$ cat config.mk
export PLATFORM = sky130hd
export DESIGN_NAME = add_bit_exec
export DESIGN_NICKNAME = d
export VERILOG_FILES = /design/src/verilog/exec_pkg.sv /design/src/verilog/add_bit_exec.sv /design/src/verilog/add_flag_unit.sv
export SDC_FILE = /design/constraint.sdc
export NUM_CORES = 1
export LEC_CHECK = 0
export ABC_AREA = 1
export BUFFER_PORTS_ARGS = -buffer_cell sky130_fd_sc_hd__buf_4
export CORE_MARGIN = 8
export CORE_UTILIZATION = 28
export DETAILED_ROUTE_END_ITERATION = 7
export HOLD_SLACK_MARGIN = 0.02
export PLACE_DENSITY_LB_ADDON = 0.1
export SYNTH_ARGS = -nofsm -noshare
export SYNTH_HDL_FRONTEND = slang
export SYNTH_SLANG_ARGS = --single-unit
$ cat constraint.sdc
create_clock -name clk -period 2.5 [get_ports clk]
set_clock_uncertainty 0.15 [all_clocks]
set_input_delay 0.25 -clock clk [delete_from_list [all_inputs] [get_ports clk]]
set_output_delay 0.25 -clock clk [all_outputs]
set_load 0.03 [all_outputs]
$ cat src/verilog/exec_pkg.sv
// constants and types for the add and bit operation execute block
// Contract
// - the add opcode sums the accumulator and the addressed file register and updates carry, digit carry and zero.
// - a destination bit of 0 puts the add result in the accumulator, a 1 puts it back in the file register.
// - the bit clear opcode forces the selected bit to zero, keeps the other bits and flags, in one cycle.
// - the bit set opcode forces the selected bit to one, keeps the other bits and flags, in one cycle.
// - the test opcode skips the next instruction when the selected bit is zero, flags unchanged.
// - a taken skip discards the fetched instruction and runs a no-operation, so the test takes two cycles.
package exec_pkg;
  localparam int INSTR_W     = 14;
  localparam int DATA_W      = 8;
  localparam int ADDR_W      = 7;
  localparam int ADDR_LSB    = 0;
  localparam int BSEL_LSB    = 7;
  localparam int BSEL_W      = 3;
  localparam int DEST_POS    = 7;
  localparam int NIB_W       = 4;
  // opcode groups
  localparam logic [5:0] OPC_ADD_ACC  = 6'h07;   // bits 13:8
  localparam logic [3:0] OPC_BIT_CLR  = 4'h4;    // bits 13:10
  localparam logic [3:0] OPC_BIT_SET  = 4'h5;
  localparam logic [3:0] OPC_TST_CLR  = 4'h6;
  localparam logic [DATA_W-1:0] ACC_RST   = 8'h00;
  localparam logic [DATA_W-1:0] ZERO_BYTE = 8'h00;
  localparam logic [DATA_W-1:0] ONE_BIT   = 8'h01;
  localparam logic [ADDR_W-1:0] ADDR_RST  = 7'h00;

  typedef enum logic [1:0] {
    ST_EXEC  = 2'b01,
    ST_FLUSH = 2'b10
  } exec_state_t;
endpackage
$ cat src/verilog/add_bit_exec.sv
// decode and execute of the add, bit clear, bit set and test skip instructions
`timescale 1ns/1ps
module add_bit_exec
  import exec_pkg::*;
(
  input  wire logic               clk,
  input  wire logic               rst_n,
  input  wire logic               instr_valid,
  input  wire logic [INSTR_W-1:0] instr,
  input  wire logic [DATA_W-1:0]  file_rdata,
  output logic                    file_we_q,
  output logic      [ADDR_W-1:0]  file_addr_q,
  output logic      [DATA_W-1:0]  file_wdata_q,
  output logic      [DATA_W-1:0]  acc_q,
  output logic                    carry_q,
  output logic                    digit_carry_flag_q,
  output logic                    zero_q,
  output logic                    skip_q,
  output logic                    nop_exec_q
);
  exec_state_t       state_q, state_d;
  logic              file_we_d;
  logic [ADDR_W-1:0] file_addr_d;
  logic [DATA_W-1:0] file_wdata_d;
  logic [DATA_W-1:0] acc_d;
  logic              carry_d;
  logic              dcf_d;
  logic              zero_d;
  logic              skip_d;
  logic              nop_d;

  logic              exec_go;
  logic              is_add;
  logic              is_clr;
  logic              is_set;
  logic              is_tst;
  logic [BSEL_W-1:0] bsel;
  logic [DATA_W-1:0] bmask;
  logic [DATA_W-1:0] add_sum;
  logic              add_c;
  logic              add_dc;
  logic              add_z;

  // field decode
  assign exec_go = instr_valid && (state_q == ST_EXEC);
  assign is_add  = (instr[INSTR_W-1 -: $bits(OPC_ADD_ACC)] == OPC_ADD_ACC);
  assign is_clr  = (instr[INSTR_W-1 -: $bits(OPC_BIT_CLR)] == OPC_BIT_CLR);
  assign is_set  = (instr[INSTR_W-1 -: $bits(OPC_BIT_SET)] == OPC_BIT_SET);
  assign is_tst  = (instr[INSTR_W-1 -: $bits(OPC_TST_CLR)] == OPC_TST_CLR);
  assign bsel    = instr[BSEL_LSB +: BSEL_W];
  assign bmask   = DATA_W'(ONE_BIT << bsel);

  add_flag_unit #(
    .WIDTH (DATA_W)
  ) u_add (
    .a                (acc_q),
    .b                (file_rdata),
    .sum              (add_sum),
    .carry            (add_c),
    .digit_carry_flag (add_dc),
    .zero             (add_z)
  );

  // next state; unknown opcodes pass through with no effect
  always_comb
  begin
    state_d      = state_q;
    file_we_d    = 1'b0;
    file_addr_d  = file_addr_q;
    file_wdata_d = file_wdata_q;
    acc_d        = acc_q;
    carry_d      = carry_q;
    dcf_d        = digit_carry_flag_q;
    zero_d       = zero_q;
    skip_d       = 1'b0;
    nop_d        = 1'b0;
    case (state_q)
      ST_EXEC:
      begin
        if (instr_valid)
        begin
          file_addr_d = instr[ADDR_LSB +: ADDR_W];
          if (is_add)
          begin
            carry_d = add_c;
            dcf_d   = add_dc;
            zero_d  = add_z;
            if (instr[DEST_POS])
            begin
              file_we_d    = 1'b1;
              file_wdata_d = add_sum;
            end
            else
            begin
              acc_d = add_sum;
            end
          end
          else if (is_clr)
          begin
            file_we_d    = 1'b1;
            file_wdata_d = file_rdata & ~bmask;
          end
          else if (is_set)
          begin
            file_we_d    = 1'b1;
            file_wdata_d = file_rdata | bmask;
          end
          else if (is_tst && ((file_rdata & bmask) == ZERO_BYTE))
          begin
            skip_d  = 1'b1;
            state_d = ST_FLUSH;
          end
        end
      end
      ST_FLUSH:
      begin
        // the prefetched word is dropped whatever it is; wait until it shows
        if (instr_valid)
        begin
          nop_d   = 1'b1;
          state_d = ST_EXEC;
        end
      end
      default:
      begin
        state_d = ST_EXEC;
      end
    endcase
  end

  // registers, synchronous reset
  always_ff @(posedge clk)
  begin
    if (!rst_n)
    begin
      state_q            <= ST_EXEC;
      file_we_q          <= 1'b0;
      file_addr_q        <= ADDR_RST;
      file_wdata_q       <= ACC_RST;
      acc_q              <= ACC_RST;
      carry_q            <= 1'b0;
      digit_carry_flag_q <= 1'b0;
      zero_q             <= 1'b0;
      skip_q             <= 1'b0;
      nop_exec_q         <= 1'b0;
    end
    else
    begin
      state_q            <= state_d;
      file_we_q          <= file_we_d;
      file_addr_q        <= file_addr_d;
      file_wdata_q       <= file_wdata_d;
      acc_q              <= acc_d;
      carry_q            <= carry_d;
      digit_carry_flag_q <= dcf_d;
      zero_q             <= zero_d;
      skip_q             <= skip_d;
      nop_exec_q         <= nop_d;
    end
  end
endmodule // add_bit_exec

$ cat src/verilog/add_flag_unit.sv
// eight bit adder with carry, digit carry and zero outputs
`timescale 1ns/1ps
module add_flag_unit
  import exec_pkg::*;
#(
  parameter int WIDTH = DATA_W
)(
  input  wire logic [WIDTH-1:0] a,
  input  wire logic [WIDTH-1:0] b,
  output logic      [WIDTH-1:0] sum,
  output logic                  carry,
  output logic                  digit_carry_flag,
  output logic                  zero
);
  logic [WIDTH:0] full;
  logic [NIB_W:0] low;

  // digit carry comes from a separate low nibble add, cheaper than tapping the chain
  always_comb
  begin
    full             = {1'b0, a} + {1'b0, b};
    low              = {1'b0, a[NIB_W-1:0]} + {1'b0, b[NIB_W-1:0]};
    sum              = full[WIDTH-1:0];
    carry            = full[WIDTH];
    digit_carry_flag = low[NIB_W];
    zero             = (full[WIDTH-1:0] == '0);
  end
endmodule // add_flag_unit

# After elaboration in Yosys (flattened, before gate mapping)
# Cells that the tools add are included.
dict set report totals {
  reg_bits 31
  input_bits 25
  wordCells 63
}
dict set report classes {
  n_addsub 2
  eq_ne 13
  shift 1
  n_mux 17
  bitwise_logic 8
  n_reduce_logical 12
}
# cell count
set ops {}
lappend ops {{2-to-1 mux 8 bit} 4}
lappend ops {{AND 8 bit} 2}
lappend ops {{zero test 8 bit} 2}
lappend ops {{equality test 4 x 3 -> 1 bit, second input constant} 3}
lappend ops {{2-to-1 mux 2 bit} 6}
lappend ops {{inequality test 2 bit, second input constant} 6}
lappend ops {{adder 8 x 8 -> 9 bit} 1}
lappend ops {{NOT 8 bit} 1}
lappend ops {{OR 8 bit} 1}
lappend ops {{AND reduction 4 bit} 2}
lappend ops {{<< shifter 1 x 3 -> 8 bit, first input constant} 1}
lappend ops {{equality test 6 x 3 -> 1 bit, second input constant} 1}
lappend ops {{2-to-1 mux 1 bit} 6}
lappend ops {{AND reduction 3 bit} 2}
lappend ops {{AND reduction 6 bit} 1}
lappend ops {{OR reduction 6 bit} 1}
lappend ops {{adder 4 x 4 -> 5 bit} 1}
lappend ops {{NOT 1 bit} 4}
lappend ops {{case mux 2 bit (2 select lines)} 1}
lappend ops {{AND reduction 2 bit} 2}
lappend ops {{nonzero test 3 bit} 1}
lappend ops {{equality test 2 x 1 -> 1 bit, second input constant} 1}
lappend ops {{equality test 2 bit, second input constant} 1}
lappend ops {{inequality test 2 x 1 -> 1 bit, second input constant} 1}
lappend ops {{logical AND 1 bit} 1}

# Logic depth before layout (Yosys ltp)
dict set report depth {
  word_depth 10
  ltp_mapped 11
}

# By module
# Synthesis repeated with hierarchy kept, for this count alone.
dict set report hier_totals {
  hier_cells 329
  area_unflattened_um2 2069.5
}
# mod instances cells_each area_each_um2 seq_area_each_um2
set modules_own_cells {}
lappend modules_own_cells {add_bit_exec 1 239 1602.8 620.6}
lappend modules_own_cells {add_flag_unit 1 90 466.7 0.0}

# Worst setup path after synthesis
# OpenSTA, ideal clock, no wires.
dict set report synth_path {
  path_type {register to register}
  start {reg acc_q[0]}
  end {reg zero_q}
  setup_ps 70
  arrival_time_ps 1904
  setup_slack_ps 376
  stages_incl_launch_ff 9
  path_buffers 0
  path_cell_list {dfxtp_1 -> ha_1 -> fa_1 -> or2_2 -> nor2_1 -> nand3_1 -> nor2_1 -> nand4_1 -> a21oi_1}
}
dict set report synth_via {
  elab_chain_len 2
}
# item line
set synth_lines {}
lappend synth_lines {{start: declaration} add_bit_exec.sv:14} ;# output logic [DATA_W-1:0] acc_q,
lappend synth_lines {{start signal: assignment} add_bit_exec.sv:140} ;# acc_q <= ACC_RST;
lappend synth_lines {{start signal: assignment} add_bit_exec.sv:153} ;# acc_q <= acc_d;
lappend synth_lines {{adder 8 x 8 -> 9 bit} add_flag_unit.sv:21} ;# full = {1'b0, a} + {1'b0, b};
lappend synth_lines {{net add_sum[1]} add_bit_exec.sv:39} ;# logic [DATA_W-1:0] add_sum;
lappend synth_lines {{zero test 8 bit} add_flag_unit.sv:26} ;# zero = (full[WIDTH-1:0] == '0);
lappend synth_lines {{end signal: assignment} add_bit_exec.sv:156} ;# zero_q <= zero_d;
lappend synth_lines {{end: declaration} add_bit_exec.sv:17} ;# output logic zero_q,
# The timed path passes the listed nets, and every way through them passes these cells.
# A chain may end at the register's enable or synchronous reset.

# Worst setup path after layout
# Same ends and word-level chain as after synthesis.

==> results.cfg <==
[synthesis]
synth_cells = 273
syn-num-nets = 307
synth_cell_types = 33
yosysSeqAreaShare = 0.332
synth_area_sq_um = 1870
synth_top_cell_area_share = 0.332
synthXorXnorAreaFrac = 0
ys_ff_latch = 31
synth_compound_area_frac = 0.183
synth_fa_ha_area_frac = 0.0643
synth_area_leaders = dfxtp_1, nand2_1, inv_1, nor2_1, ha_1
synth_mux_area_frac = 0
synth_top_family_by_area = simple AND/OR/NAND/NOR gates
synth.avg_cell_area_sq_um = 6.85
yosysTopAreaCell = dfxtp_1
ys_warn_count = 0
synth-simple-area-share = 0.309

[worst_setup_path]
cp.arrival_ns = 2.16
crit_chain = ha_1 > fa_1 > or2_2 > nor2_1 > nand3_1 > nor2_1 > nand4_1 > a21oi_1
reg2regPathDepth = 8
end_kind = register
critPathRequiredTime_ns = 2.57
r2r_setup_slack_ns = 0.40
startpoint_type = register
reg2reg_from = acc_q[0]
cp_slowest_cell = fa_1
cp.depth = 8
path_buf_inv = 0
slowest_delay_ns = 0.47
worst-setup-path-type = reg -> reg
worstPathMaxFanout = 3
r2r-end = zero_q
cp_common_cell = nor2_1
cp_top_family = adder cells
cp-startpoint = acc_q[0]
crit_end = zero_q

[floorplan]
start_util = 0.291
die-area_sq_um = 9550
die-height_microns = 97.7
die_w_microns = 97.7
num_rows = 29
ios = 54
core_area_sq_um = 6420

[power]
leakagePower_uw = 0.00125
power.density_nw_per_um2 = 481
ir_drop_v = 0.000171

[cts]
insertion_delay_ns = 0.28
cts_resized = 0
cts_htree_levels = 2
hold_buffers = 0
cts.sinks = 31
clkSlewWorstSetupHoldPaths_ns = 0.07
cts_tree = built
cts_buffers = 5
cts_buffer_depth = 2
cts_setup_buffers = 0
cts_root_buffer = clkbuf_8

[drt]
vias = 1920
wl_mm = 5.69
drt-vias-per-instance = 4.75
drc_errors = 0
antenna_left = 0
routedWlPerCell_microns = 14.1
drt_iter0_markers = 88
dr.pass1.iters = 4

[layout]
n_fill_cell = 708
fin_nets = 360
postLayoutCellArea_sq_um = 2420
multi_input_area_sq_um = 1040
syn2layout_area_growth_pct = 29.4
final-seq-area_sq_um = 621
drive_gt1_frac = 0.229
diodes = 0

[global_routing]
grt_pass1_wl_mm = 9.32
grt_overflow = 0
antenna_found_initial = 0
grt_pass1_vias = 1858
grt_usage = 0.119
grt_max_degree = 28

[place]
dpl.hpwl_mm = 4.47
port_buffers = 53
dpl_cell_area_sq_um = 2320
gp_congestion = 0.819

[timing]
max_freq_mhz = 477
max-slew-margin-rel = 0.704
finalSetupViolations = 0
setup_tns_ns = 0
finalHoldViolCount = 0
post-route-period-util = 0.838
period_needed_ns = 2.10
worst_pin_slew_ns = 0.443
grt_setup_unrepaired = no
slew_viol_final = 0

[hold_path]
hold_path_class = in -> reg
min_from = instr[0]

[job]
maxCapViolations = 0

[run_status]
status = finished clean
area by class of cell:
class | instances | area share
well taps | 77 | 0.0398
flip-flops and latches | 31 | 0.257
inverters | 43 | 0.0678
multi-input cells | 192 | 0.430
repair buffers | 53 | 0.165
clock buffers | 8 | 0.0414
tightest hold or removal path, cell delays in order:
cell,delay (ns)
buf_4,0.07
o21ai_0,0.07
nor2_1,0.07
cell usage in the layout, fill, tap and decap left out:
master,count
a211oi_1,1
a21oi_1,15
a21oi_2,1
a31oi_1,4
and2_1,1
buf_4,53
clkbuf_1,1
clkbuf_8,7
dfxtp_1,31
fa_1,1
ha_1,8
inv_1,40
inv_2,2
inv_4,1
nand2_1,51
nand2_2,4
nand3_1,20
nand3_4,1
nand3b_1,1
nand4_1,4
nor2_1,33
nor2_2,1
nor2_8,2
nor3_1,3
nor4_1,1
o211ai_1,6
o211ai_2,2
o21a_1,1
o21ai_0,19
o21ai_1,7
o22ai_1,3
or2_1,1
or2_2,1
synth_stat cells:
master / count
nand2_1: 51
inv_1: 40
nor2_1: 33
dfxtp_1: 31
nand3_1: 20
o21ai_0: 19
a21oi_1: 15
ha_1: 8
o21ai_1: 7
o211ai_1: 6
a31oi_1: 4
nand2_2: 4
nand4_1: 4
buf_2: 3
nor3_1: 3
o22ai_1: 3
buf_6: 2
clkbuf_1: 2
inv_2: 2
nor2_8: 2
o211ai_2: 2
a211oi_1: 1
a21oi_2: 1
and2_1: 1
fa_1: 1
inv_4: 1
nand3_4: 1
nand3b_1: 1
nor2_2: 1
nor4_1: 1
o21a_1: 1
or2_1: 1
or2_2: 1
metrics by stage:
stage               total power (uW)  setup WS, ns  hold slack, ns  instances   util
floorplan                        644         0.376           0.241        273      -
global placement                 729         0.416           0.316        396  0.361
detailed placement               728         0.372           0.316        396  0.361
global route                    1220         0.292          0.0770        404  0.377
finish                          1160         0.404          0.0664        404  0.377
CTS                             1180         0.416          0.0646        404  0.377
worst min path at each step:
stage / endpoint / slack [ns] / cells after the start
6_report: file_addr_q[0] / 0.07 / 3
5_1_grt: file_addr_q[6] / 0.08 / 3
4_1_cts: file_addr_q[0] / 0.06 / 3
3_5_place_dp: file_wdata_q[2] / 0.32 / 2
3_3_place_gp: file_addr_q[3] / 0.32 / 2
2_1_floorplan: nop_exec_q / 0.24 / 2
logic make-up after synthesis:
logic type               Yosys count
AND/OR/NAND/NOR                  124
buffers and inverters             50
AO/OA/AOI/OAI                     59
flip-flops                        31
adder cells (fa/ha/maj)            9
registers in the layout, indices dropped and copies added, names as in the netlist:
| name | flops |
|---|---|
| state_q | 2 |
| file_we_q | 1 |
| file_wdata_q | 8 |
| nop_exec_q | 1 |
| file_addr_q | 7 |
| digit_carry_flag_q | 1 |
| acc_q | 8 |
| zero_q | 1 |
| skip_q | 1 |
| carry_q | 1 |
power by group:
part | switching [uW] | internal (uW)
Combinational | 121 | 77.5
Clock | 197 | 251
Sequential | 7.64 | 508
Total | 325 | 837
metal layers:
layer  global-route usage  part of all wire  vias up
li1                     -                 -     1005
met1                0.156              0.49      862
met2                0.187              0.45       46
met3               0.0315             0.050        7
met4               0.0324             0.012        0
met5                    0                 0        -
No activity file was read; power rests on OpenSTA's default activity.
